--- src/dmars_pkg.sv ---
// Shared constants and types for the DMA channel register set
package dmars_pkg;

    // Host register port offsets (4-bit address)
    localparam logic [3:0] ADR_CH_FIRST     = 4'h0; // 0..7: address/count
    localparam logic [3:0] ADR_CTRL_STATUS  = 4'h8; // wr control, rd flags
    localparam logic [3:0] ADR_SW_REQUEST   = 4'h9;
    localparam logic [3:0] ADR_MASK_SINGLE  = 4'hA;
    localparam logic [3:0] ADR_XFER_CONFIG  = 4'hB;
    localparam logic [3:0] ADR_BYTE_PTR_CLR = 4'hC;
    localparam logic [3:0] ADR_MASTER_CLEAR = 4'hD; // rd scratch_data
    localparam logic [3:0] ADR_MASK_CLEAR   = 4'hE;
    localparam logic [3:0] ADR_MASK_ALL     = 4'hF; // rd request_masks

    // global_control field positions
    localparam int CTL_DISABLE    = 2;
    localparam int CTL_COMPRESSED = 3;
    localparam int CTL_EXT_WRITE  = 5;
    localparam int CTL_REQ_LOW    = 6;
    localparam int CTL_GRANT_HIGH = 7;

    // channel_transfer_config field positions (6 bits)
    localparam int CFG_AUTOINIT  = 2;
    localparam int CFG_DECREMENT = 3;
    localparam logic [1:0] XFER_VERIFY = 2'h0;
    localparam logic [1:0] XFER_WRITE  = 2'h1; // io read, memory write
    localparam logic [1:0] XFER_READ   = 2'h2; // memory read, io write

    // Reset values
    localparam logic [7:0] CTL_RESET   = 8'h00;
    localparam logic [3:0] MASK_RESET  = 4'hF;
    localparam logic [7:0] READ_ONES   = 8'hF0;
    localparam logic [15:0] CNT_LAST   = 16'h0000;

    // Strobe widths in controller clock periods
    localparam int CLK_PERIOD_PS   = 5000;
    localparam int T_CY_PS         = CLK_PERIOD_PS;
    localparam int STROBE_ONE_TCY  = 1;
    localparam int STROBE_TWO_TCY  = 2;
    localparam logic [1:0] STROBE_SHORT_CYC =
        2'((STROBE_ONE_TCY * T_CY_PS) / CLK_PERIOD_PS);
    localparam logic [1:0] STROBE_LONG_CYC =
        2'((STROBE_TWO_TCY * T_CY_PS) / CLK_PERIOD_PS);

    // Engine states
    typedef enum logic [1:0] {
        ST_IDLE,
        ST_HOLD_WAIT,
        ST_STROBE,
        ST_FINISH
    } dmars_state_t;

    // Pin inputs that cross into the clock domain
    typedef struct packed {
        logic       cs_n;
        logic       ior_n;
        logic       iow_n;
        logic [3:0] addr;
        logic [7:0] data;
        logic [3:0] req;
        logic       hlda;
    } dmars_pins_t;

    localparam dmars_pins_t PINS_IDLE = '{
        cs_n: 1'b1, ior_n: 1'b1, iow_n: 1'b1, addr: 4'h0,
        data: 8'h00, req: 4'h0, hlda: 1'b0};

    // Transfer strobe set, active high inside the block
    typedef struct packed {
        logic io_read_strobe;
        logic io_write_strobe;
        logic memory_read_strobe;
        logic memory_write_strobe;
    } dmars_strobe_t;

endpackage : dmars_pkg

--- src/dmars_sync.sv ---
// Two-flop synchroniser for a packed vector of pin inputs
`timescale 1ns/1ps
module dmars_sync #(
    parameter int              WIDTH     = 1,
    parameter logic [WIDTH-1:0] RESET_VAL = '0
) (
    input  wire logic             clk_sys_i,
    input  wire logic             arst_n_i,
    input  wire logic [WIDTH-1:0] async_i,
    output logic      [WIDTH-1:0] sync_o
);

    logic [WIDTH-1:0] meta_q;

    // First stage feeds only the second stage
    always_ff @(posedge clk_sys_i or negedge arst_n_i) begin
        if (!arst_n_i) begin
            meta_q <= RESET_VAL;
            sync_o <= RESET_VAL;
        end else begin
            meta_q <= async_i;
            sync_o <= meta_q;
        end
    end

endmodule : dmars_sync

--- src/dmars_top.sv ---
// Four-channel DMA controller register set and transfer strobes
// How it works
// - Holds four address/count pairs of each kind, four 6-bit configs, masks, requests, control, flags and scratch storage.
// - Each channel keeps start address and start count copies of what was last loaded.
// - Auto-initialize copies the start values back into the running address and count.
// - A host byte write to a running address or count while idle also writes the start copy.
// - Start registers are never returned on any host read.
// - The 8-bit global control register clears on reset and on master clear.
// - Write strobes last one clock, or two when extended write is selected.
// - Read strobes last two clocks, or one when compressed timing is selected.
// - Request and grant sense are each selectable high or low by control bits.
// - Reset clears control, flags, requests, scratch, config pointer and byte order, sets all masks, leaves the engine idle.
// - Running count decrements per transfer and terminal count fires on wrap from zero.
// - Auto-initialize happens only at the end of process of that channel.
`timescale 1ns/1ps
module dmars_top (
    input  wire logic       clk_sys_i,
    input  wire logic       arst_n_i,
    input  wire logic       cs_n_i,
    input  wire logic [3:0] addr_i,
    input  wire logic [7:0] data_i,
    output logic      [7:0] data_o,
    output logic            data_oe_n_o,
    input  wire logic       io_read_strobe_n_i,
    output logic            io_read_strobe_n_o,
    input  wire logic       io_write_strobe_n_i,
    output logic            io_write_strobe_n_o,
    output logic            io_strobe_oe_n_o,
    output logic            memory_read_strobe_n_o,
    output logic            memory_write_strobe_n_o,
    input  wire logic [3:0] channel_request_line_i,
    output logic      [3:0] channel_grant_line_o,
    output logic            hold_request_o,
    input  wire logic       hold_grant_i,
    output logic            address_enable_o,
    output logic     [15:0] address_o,
    output logic            terminal_count_o
);

    typedef struct packed {
        logic [3:0][15:0]       start_addr;
        logic [3:0][15:0]       start_cnt;
        logic [3:0][15:0]       run_addr;
        logic [3:0][15:0]       run_cnt;
        logic [3:0][5:0]        cfg;
        logic [7:0]             ctl;
        logic [7:0]             flags;
        logic [7:0]             scratch_data;
        logic [15:0]            scratch_address;
        logic [15:0]            scratch_count;
        logic [3:0]             mask;
        logic [3:0]             sw_req;
        logic [1:0]             cfg_ptr;
        logic                   byte_hi;
        dmars_pkg::dmars_state_t state;
        logic [1:0]             chan;
        logic [1:0]             cnt;
        dmars_pkg::dmars_pins_t prev;
        logic [3:0]             grant;
        logic [7:0]             dout;
        logic                   doe_n;
        dmars_pkg::dmars_strobe_t stb;
        logic                   io_oe_n;
        logic [3:0]             grant_pin;
        logic                   hrq;
        logic                   aen;
        logic [15:0]            aout;
        logic                   tc;
    } dmars_regs_t;

    dmars_regs_t            q;
    dmars_regs_t            d;
    dmars_pkg::dmars_pins_t pins_async;
    dmars_pkg::dmars_pins_t pins;

    assign pins_async = '{cs_n: cs_n_i, ior_n: io_read_strobe_n_i,
                          iow_n: io_write_strobe_n_i, addr: addr_i,
                          data: data_i, req: channel_request_line_i,
                          hlda: hold_grant_i};

    // Every pin input passes two flops before use
    dmars_sync #(
        .WIDTH     ($bits(dmars_pkg::dmars_pins_t)),
        .RESET_VAL (dmars_pkg::PINS_IDLE)
    ) u_sync (
        .clk_sys_i (clk_sys_i),
        .arst_n_i  (arst_n_i),
        .async_i   (pins_async),
        .sync_o    (pins)
    );

    // Strobes for one step of the active window
    function automatic dmars_pkg::dmars_strobe_t strobe_at(
        input logic [1:0] step,
        input logic [1:0] kind,
        input logic [7:0] ctl
    );
        logic [1:0] rd_len;
        logic [1:0] wr_len;
        logic [1:0] len;
        logic       rd_on;
        logic       wr_on;
        rd_len = ctl[dmars_pkg::CTL_COMPRESSED] ?
                 dmars_pkg::STROBE_SHORT_CYC : dmars_pkg::STROBE_LONG_CYC;
        wr_len = ctl[dmars_pkg::CTL_EXT_WRITE] ?
                 dmars_pkg::STROBE_LONG_CYC : dmars_pkg::STROBE_SHORT_CYC;
        len    = (rd_len > wr_len) ? rd_len : wr_len;
        rd_on  = step < rd_len;
        wr_on  = step >= (len - wr_len);
        strobe_at.io_read_strobe  = rd_on && (kind == dmars_pkg::XFER_WRITE);
        strobe_at.memory_write_strobe = wr_on && (kind == dmars_pkg::XFER_WRITE);
        strobe_at.memory_read_strobe = rd_on && (kind == dmars_pkg::XFER_READ);
        strobe_at.io_write_strobe  = wr_on && (kind == dmars_pkg::XFER_READ);
    endfunction : strobe_at

    // Last step of the active window
    function automatic logic [1:0] last_step(input logic [7:0] ctl);
        logic [1:0] rd_len;
        logic [1:0] wr_len;
        rd_len = ctl[dmars_pkg::CTL_COMPRESSED] ?
                 dmars_pkg::STROBE_SHORT_CYC : dmars_pkg::STROBE_LONG_CYC;
        wr_len = ctl[dmars_pkg::CTL_EXT_WRITE] ?
                 dmars_pkg::STROBE_LONG_CYC : dmars_pkg::STROBE_SHORT_CYC;
        last_step = ((rd_len > wr_len) ? rd_len : wr_len) - 2'h1;
    endfunction : last_step

    // Next-state logic: host port, then the transfer engine
    always_comb begin
        logic       idle;
        logic       wr_evt;
        logic       rd_evt;
        logic [3:0] wa;
        logic [7:0] wd;
        logic [1:0] ch;
        logic [3:0] req_act;
        logic [3:0] pend;
        logic [1:0] pick;
        logic [1:0] kind;
        logic [7:0] rbyte;
        d       = q;
        d.prev  = pins;
        d.tc    = 1'b0;
        idle    = (q.state == dmars_pkg::ST_IDLE);
        wa      = q.prev.addr;
        wd      = q.prev.data;
        ch      = wa[2:1];
        wr_evt  = idle && !q.prev.cs_n && !q.prev.iow_n && pins.iow_n;
        rd_evt  = idle && !q.prev.cs_n && !q.prev.ior_n && pins.ior_n;
        // Request sense follows control; bits 7:4 ignore the mask
        req_act = q.ctl[dmars_pkg::CTL_REQ_LOW] ? ~pins.req : pins.req;
        d.flags[7:4] = req_act;
        pick    = 2'h0;
        kind    = q.cfg[q.chan][1:0];
        rbyte   = 8'h00;

        // Host writes, taken at the trailing edge of the write strobe
        if (wr_evt) begin
            if (!wa[3]) begin
                if (wa[0]) begin
                    if (q.byte_hi) begin
                        d.run_cnt[ch][15:8]   = wd;
                        d.start_cnt[ch][15:8] = wd;
                    end else begin
                        d.run_cnt[ch][7:0]    = wd;
                        d.start_cnt[ch][7:0]  = wd;
                    end
                end else begin
                    if (q.byte_hi) begin
                        d.run_addr[ch][15:8]   = wd;
                        d.start_addr[ch][15:8] = wd;
                    end else begin
                        d.run_addr[ch][7:0]    = wd;
                        d.start_addr[ch][7:0]  = wd;
                    end
                end
                d.byte_hi = !q.byte_hi;
            end else begin
                unique case (wa)
                    dmars_pkg::ADR_CTRL_STATUS:  d.ctl = wd;
                    dmars_pkg::ADR_SW_REQUEST:   d.sw_req[wd[1:0]] = wd[2];
                    dmars_pkg::ADR_MASK_SINGLE:  d.mask[wd[1:0]] = wd[2];
                    dmars_pkg::ADR_XFER_CONFIG:  d.cfg[wd[1:0]] = wd[7:2];
                    dmars_pkg::ADR_BYTE_PTR_CLR: d.byte_hi = 1'b0;
                    dmars_pkg::ADR_MASTER_CLEAR: begin
                        d.ctl             = dmars_pkg::CTL_RESET;
                        d.flags           = 8'h00;
                        d.sw_req          = 4'h0;
                        d.scratch_data    = 8'h00;
                        d.scratch_address = 16'h0000;
                        d.scratch_count   = 16'h0000;
                        d.cfg_ptr         = 2'h0;
                        d.byte_hi         = 1'b0;
                        d.mask            = dmars_pkg::MASK_RESET;
                    end
                    dmars_pkg::ADR_MASK_CLEAR:   d.mask = 4'h0;
                    dmars_pkg::ADR_MASK_ALL:     d.mask = wd[3:0];
                    default: ;
                endcase
            end
        end

        // Read data; start copies have no read path
        if (!wa[3]) begin
            rbyte = wa[0] ?
                (q.byte_hi ? q.run_cnt[ch][15:8] : q.run_cnt[ch][7:0]) :
                (q.byte_hi ? q.run_addr[ch][15:8] : q.run_addr[ch][7:0]);
        end else begin
            unique case (wa)
                dmars_pkg::ADR_CTRL_STATUS:  rbyte = q.flags;
                dmars_pkg::ADR_SW_REQUEST:
                    rbyte = dmars_pkg::READ_ONES | {4'h0, q.sw_req};
                dmars_pkg::ADR_XFER_CONFIG:  rbyte = {q.cfg[q.cfg_ptr], 2'h3};
                dmars_pkg::ADR_MASTER_CLEAR: rbyte = q.scratch_data;
                dmars_pkg::ADR_MASK_ALL:
                    rbyte = dmars_pkg::READ_ONES | {4'h0, q.mask};
                default:                     rbyte = 8'h00;
            endcase
        end
        d.dout  = rbyte;
        d.doe_n = !(idle && !pins.cs_n && !pins.ior_n);

        // Read side effects at the trailing edge of the read strobe
        if (rd_evt) begin
            if (!wa[3]) begin
                d.byte_hi = !q.byte_hi;
            end else if (wa == dmars_pkg::ADR_CTRL_STATUS) begin
                d.flags[3:0] = 4'h0;
            end else if (wa == dmars_pkg::ADR_XFER_CONFIG) begin
                d.cfg_ptr = q.cfg_ptr + 2'h1;
            end
        end

        // Hardware requests must stay up until granted
        pend = (req_act & ~q.mask) | q.sw_req;
        for (int i = 3; i >= 0; i--) begin
            if (pend[i]) begin
                pick = 2'(i);
            end
        end

        // Transfer engine; terminal count set wins over a flag clear
        unique case (q.state)
            dmars_pkg::ST_IDLE: begin
                if (!q.ctl[dmars_pkg::CTL_DISABLE] && (pend != 4'h0)) begin
                    d.hrq   = 1'b1;
                    d.state = dmars_pkg::ST_HOLD_WAIT;
                end
            end
            dmars_pkg::ST_HOLD_WAIT: begin
                if (pins.hlda) begin
                    d.chan     = pick;
                    d.aen      = 1'b1;
                    d.aout     = q.run_addr[pick];
                    d.grant    = 4'(1) << pick;
                    d.io_oe_n  = 1'b0;
                    d.cnt      = 2'h0;
                    d.stb      = strobe_at(2'h0, q.cfg[pick][1:0], q.ctl);
                    d.state    = dmars_pkg::ST_STROBE;
                end
            end
            dmars_pkg::ST_STROBE: begin
                if (q.cnt == last_step(q.ctl)) begin
                    d.stb   = '0;
                    d.state = dmars_pkg::ST_FINISH;
                end else begin
                    d.cnt = q.cnt + 2'h1;
                    d.stb = strobe_at(d.cnt, kind, q.ctl);
                end
            end
            dmars_pkg::ST_FINISH: begin
                d.run_cnt[q.chan] = q.run_cnt[q.chan] - 16'h0001;
                d.run_addr[q.chan] = q.cfg[q.chan][dmars_pkg::CFG_DECREMENT] ?
                    q.run_addr[q.chan] - 16'h0001 :
                    q.run_addr[q.chan] + 16'h0001;
                d.sw_req[q.chan] = 1'b0;
                if (q.run_cnt[q.chan] == dmars_pkg::CNT_LAST) begin
                    d.tc = 1'b1;
                    d.flags[q.chan] = 1'b1;
                    if (q.cfg[q.chan][dmars_pkg::CFG_AUTOINIT]) begin
                        d.run_addr[q.chan] = q.start_addr[q.chan];
                        d.run_cnt[q.chan]  = q.start_cnt[q.chan];
                    end else begin
                        d.mask[q.chan] = 1'b1;
                    end
                end
                d.grant   = 4'h0;
                d.hrq     = 1'b0;
                d.aen     = 1'b0;
                d.io_oe_n = 1'b1;
                d.state   = dmars_pkg::ST_IDLE;
            end
        endcase

        // Grant pins follow the selected sense
        d.grant_pin = d.ctl[dmars_pkg::CTL_GRANT_HIGH] ?
                      d.grant : ~d.grant;
    end

    // Single state register; reset as the controller's power-on state
    always_ff @(posedge clk_sys_i or negedge arst_n_i) begin
        if (!arst_n_i) begin
            q           <= '0;
            q.ctl       <= dmars_pkg::CTL_RESET;
            q.mask      <= dmars_pkg::MASK_RESET;
            q.state     <= dmars_pkg::ST_IDLE;
            q.prev      <= dmars_pkg::PINS_IDLE;
            q.doe_n     <= 1'b1;
            q.io_oe_n   <= 1'b1;
            q.grant_pin <= 4'hF;
        end else begin
            q <= d;
        end
    end

    // Pins, all straight from the state flops
    assign data_o                  = q.dout;
    assign data_oe_n_o             = q.doe_n;
    assign io_read_strobe_n_o      = !q.stb.io_read_strobe;
    assign io_write_strobe_n_o     = !q.stb.io_write_strobe;
    assign io_strobe_oe_n_o        = q.io_oe_n;
    assign memory_read_strobe_n_o  = !q.stb.memory_read_strobe;
    assign memory_write_strobe_n_o = !q.stb.memory_write_strobe;
    assign channel_grant_line_o    = q.grant_pin;
    assign hold_request_o          = q.hrq;
    assign address_enable_o        = q.aen;
    assign address_o               = q.aout;
    assign terminal_count_o        = q.tc;

endmodule : dmars_top

--- config.mk ---
export PLATFORM = sky130hd
export DESIGN_NAME = dmars_top
export DESIGN_NICKNAME = d
export VERILOG_FILES = /design/src/dmars_pkg.sv /design/src/dmars_sync.sv /design/src/dmars_top.sv
export SDC_FILE = /design/constraint.sdc
export NUM_CORES = 1
export LEC_CHECK = 0
export BUFFER_PORTS_ARGS = -buffer_cell sky130_fd_sc_hd__buf_2
export CAP_MARGIN = 20
export CELL_PAD_IN_SITES_DETAIL_PLACEMENT = 0
export CELL_PAD_IN_SITES_GLOBAL_PLACEMENT = 1
export CORE_MARGIN = 4
export CORE_UTILIZATION = 56
export CTS_BUF_LIST = sky130_fd_sc_hd__clkbuf_4
export DETAILED_ROUTE_END_ITERATION = 16
export HOLD_SLACK_MARGIN = 0.15
export PLACE_DENSITY = 0.95
export SYNTH_ARGS = -nofsm -noshare
export SYNTH_HDL_FRONTEND = slang
export SYNTH_SLANG_ARGS = --single-unit
--- constraint.sdc ---
create_clock -name clk_sys_i -period 6.7 [get_ports clk_sys_i]
set_input_delay 1.34 -clock clk_sys_i [delete_from_list [all_inputs] [get_ports clk_sys_i]]
set_output_delay 1.34 -clock clk_sys_i [all_outputs]
set_load 0.005 [all_outputs]
# Word level (Yosys, flattened, before mapping)
# Index checks and enable logic that the tools add are counted.
# totals
reg_bits	409
input_bits	22
elab_cells	268
# classes
n_addsub	7
magnitude_cmp	14
n_eq_ne	20
shift	1
muxes	115
n_bitwise	11
reduce_logical	50
# op_table
op	n
bitwise mux 64 bit	12
2-to-1 mux 128 bit	4
2-to-1 mux 64 bit	6
binary-select mux 16 bit (select 2 bit)	7
2-to-1 mux 219 bit	1
2-to-1 mux 16 bit	10
demux 16 bit (select 2 bit)	3
2-to-1 mux 90 bit	1
2-to-1 mux 8 bit	8
2-to-1 mux 48 bit	1
2-to-1 mux 4 bit	10
binary-select mux 6 bit (select 2 bit)	3
equality test 4 bit (second input constant)	8
one-hot mux 8 bit (4 select lines)	1
subtractor 16 x 1 -> 16 bit (second input constant)	2
2-to-1 mux 2 bit	15
bitwise mux 24 bit	1
2-to-1 mux 24 bit	1
one-hot mux 4 bit (2 select lines)	3
logical AND 1 bit	20
2-to-1 mux 6 bit	3
AND reduction 3 bit	6
2-to-1 mux 17 bit	1
adder 16 x 1 -> 16 bit (second input constant)	1
40 further kinds	90

# Logic depth before layout (Yosys ltp)
# logic_depth
ltp_word	15
mapped_depth	16

# Cells and area by module
# From an unflattened synthesis, not the netlist that was laid out.
# hier_totals
cells_unflattened	1917
hier_area_um2	20978.9
# modules_own_cells
module	n_inst	cells_each	area_per_inst_um2
dmars_top	1	1877	19970.4
dmars_sync	1	40	1008.5

# Worst setup path before layout
# No wires, ideal clock.
# synth_timing
kind	reg2reg
from	reg q[63] (netlist name)
to	reg q[279] (netlist name)
t_arrival_ns	4.218
setup_slack_ns	2.345
path_stages_with_launch	16
cell_sequence	dfrtp_1 buf_6 buf_6 buf_2 buf_2 buf_2 buf_2 mux4_2 ha_1 a21o_1 or2_2 a211o_1 a2111oi_0 nor3_1 a22oi_1 a21oi_1
# synth_lines
item	line_no	rtl
start, declared	dmars_top.sv:71	dmars_regs_t q;

==> flow_metrics.tcl <==
set metrics [dict create \
    cts_tree "yes" \
    slowest_stage "dfrtp_4" \
    p_total_mw 9.908 \
    finalHoldViolCount 0 \
    fillers 3165 \
    worstPathCellList "buf_4 > mux4_2 > nor4_4 > nand3_2 > and3b_1 > buf_8 > nor2_1 > a21oi_1 > a21oi_1" \
    htreeDepth 3 \
    grt.overflow.total 0 \
    yosys_most_used_dff "dfrtp_1" \
    post_cts_resized 0 \
    placeableCoreArea_um2 37490 \
    status "complete, no violations" \
    grt_usage 0.3185 \
    hp-class "flip-flop to flip-flop" \
    tns_ns 0 \
    fin_ws_ns 2.217 \
    synthCells 2093 \
    cp-end-kind "flip-flop" \
    min_period_ns 4.483 \
    cp_max_fo 42 \
    yosys_warnings 0 \
    ys_top_cells_by_area "dfrtp_1 (46%), mux4_2 (10%), nand2_1 (9.0%)" \
    final_common_cell "nand2_1" \
    grt_max_degree 188 \
    cts.clk_slew.worst_paths_ns 0.07 \
    fin_nets 2174 \
    path_class "flip-flop to flip-flop" \
    hold_buffers 0 \
    post_drt_wl_per_cell_um 23.99 \
    cts.sinks 406 \
    synthesis.area_um2 21230 \
    drtAntennaViolNets 0 \
    die_area_um2 41080 \
    cp.required_ns 7.32 \
    drc 0 \
    yosysTopAreaCell "dfrtp_1" \
    syn-num-nets 2139 \
    cts_buffer_depth 3 \
    drive_above_1_share 0.2063 \
    clock_latency_ns 0.83 \
    drt_iter0_markers 2217 \
    wirelength_mm 65.30 \
    synth-edff-count 0 \
    cts_buffers 105 \
    startpoint_type "flip-flop" \
    holdWs_ns 0.3449 \
    numPortBuffers 58 \
    skew_ns 0.06344 \
    fp.dieW_um 202.7 \
    max_stage_delay_ns 0.98 \
    setup_viol 0 \
    gp_congestion 0.9278 \
    async_reset_ff_frac 1.000 \
    grt_pass1_vias 17896 \
    firstDrtPassIters 8 \
    synth_cell_type_count 81 \
    leakage_nw 10.85 \
    crit_top_cell "a21oi_1" \
    worstMarginPinSlew_ns 1.233 \
    post-place-ws_ns 2.121 \
    max-slew-margin-rel 0.1778 \
    cp_data_arrival_time_ns 5.10 \
    finalCritPeriodShare 0.6690 \
    yosysTopAreaCellShare 0.4563 \
    grt_pass1_wl_mm 102.0 \
    rows 71 \
    p_per_area_nw_per_um2 430.1 \
    peakVddDrop_uv 184.7 \
    ys_ff_latch 406 \
    start_util 0.5662 \
    pin_count 59 \
    post-cts-setup-buffers 0 \
    rsz0062_at_grt "no" \
    hpwl_mm 41.04 \
    mostFrequentLayoutCells "nand2_1 (509), dfrtp_1 (383), a21oi_1 (173)" \
    slew_violations 0 \
    antenna_found_initial 1 \
    cts_root_buffer "clkbuf_4" \
    vias 17836 \
    area_growth_pct 8.541 \
    ys_seq_area_frac 0.4798 \
    cap_violations 0 \
    avgSynthCellArea_um2 10.14 \
    die_y_um 202.7 \
    via_per_inst 6.553 \
    fmax_mhz 223.1 \
]
-- registers in the layout (all words and copies together), names as in the netlist, named ones only --
| register | cells |
|---|---|
| q | 332 |
| hold_request_o | 1 |
| u_sync.sync_o | 20 |
| address_enable_o | 1 |
| data_o | 8 |
| io_strobe_oe_n_o | 1 |
| channel_grant_line_o | 4 |
| terminal_count_o | 1 |
| address_o | 16 |
| u_sync.meta_q | 20 |
| data_oe_n_o | 1 |
-- worst max-delay path, delay by kind of cell, from the launching register on --
family | cells | cell delay [ns]
multiplexers | 1 | 0.67
buffers and inverters | 2 | 0.89
AO/OA/AOI/OAI | 2 | 0.40
AND/OR/NAND/NOR | 4 | 1.28
flip-flops | 1 | 0.98
-- where the power goes --
group,leakage [nW],total (mW),switching [mW],internal (mW)
logic,4.94,4.09,2.33,1.76
clock network,0.788,2.10,1.03,1.07
registers,5.12,3.72,0.656,3.06
total,10.8,9.91,4.02,5.89
-- final cells by class --
cell class | instances | area, um^2 | area share
Multi-Input combinational cell | 1500 | 10220 | 0.4436
Sequential cell | 406 | 10190 | 0.4425
Clock buffer | 158 | 1186 | 0.05149
Tap cell | 511 | 639.4 | 0.02775
Timing Repair Buffer | 91 | 588.1 | 0.02553
Clock inverter | 31 | 118.9 | 0.005159
Inverter | 24 | 90.09 | 0.003910
Antenna cell | 1 | 2.502 | 0.0001086
-- path summary, 6_finish.rpt --
| check | start | end | slack [ns] | cells after the start |
|---|---|---|---|---|
| worst max-delay path | q[63] | q[257] | 2.22 | 9 |
| worst min-delay path | u_sync.meta_q[9] | u_sync.sync_o[9] | 0.34 | 0 |
| worst max register to register | q[63] | q[257] | 2.22 | 9 |
| worst min register to register | u_sync.meta_q[9] | u_sync.sync_o[9] | 0.34 | 0 |
| max in group asynchronous | arst_n_i | q[55] | 4.59 | 2 |
| min in group asynchronous | arst_n_i | address_o[12] | 0.51 | 1 |
-- cell families after synthesis --
kind of cell    count (synthesis)  share of synthesized area
compound gates                423                     0.1263
fa+ha+maj                      24                    0.01450
buf+inv                       187                    0.03991
mux                           185                     0.1478
xor+xnor                       30                    0.01238
flops                         406                     0.4798
simple gates                  838                     0.1793
-- Yosys cell counts (23+ instances only) --
cell type	instances
a211oi_1	31
nor2b_1	28
mux4_2	98
o21ai_0	62
clkbuf_1	104
nor2_1	93
nand2_1	509
nand3_1	28
a21oi_1	173
buf_4	29
mux2_2	48
dfrtp_1	387
mux2i_1	39
ha_1	23
and3_1	84
-- metrics by stage --
step	instance area, um^2	util	instances
5_1_grt	23040	0.6145	2722
6_report	23040	0.6145	2722
2_1_floorplan	21230	-	2093
3_5_place_dp	21670	0.5781	2528
3_3_place_gp	21670	0.5779	2527
4_1_cts	22980	0.6129	2717
-- metal layers --
metal | up-vias | global-route usage | part of all wire | wire length [um]
li1 | 7609 | - | - | -
met1 | 8777 | 0.4326 | 0.38 | 25060
met2 | 1213 | 0.4741 | 0.44 | 29020
met3 | 237 | 0.09807 | 0.13 | 8238
met4 | 0 | 0.1501 | 0.046 | 2984
met5 | - | 0 | 0 | 0
(Power assumes the default switching activity.)
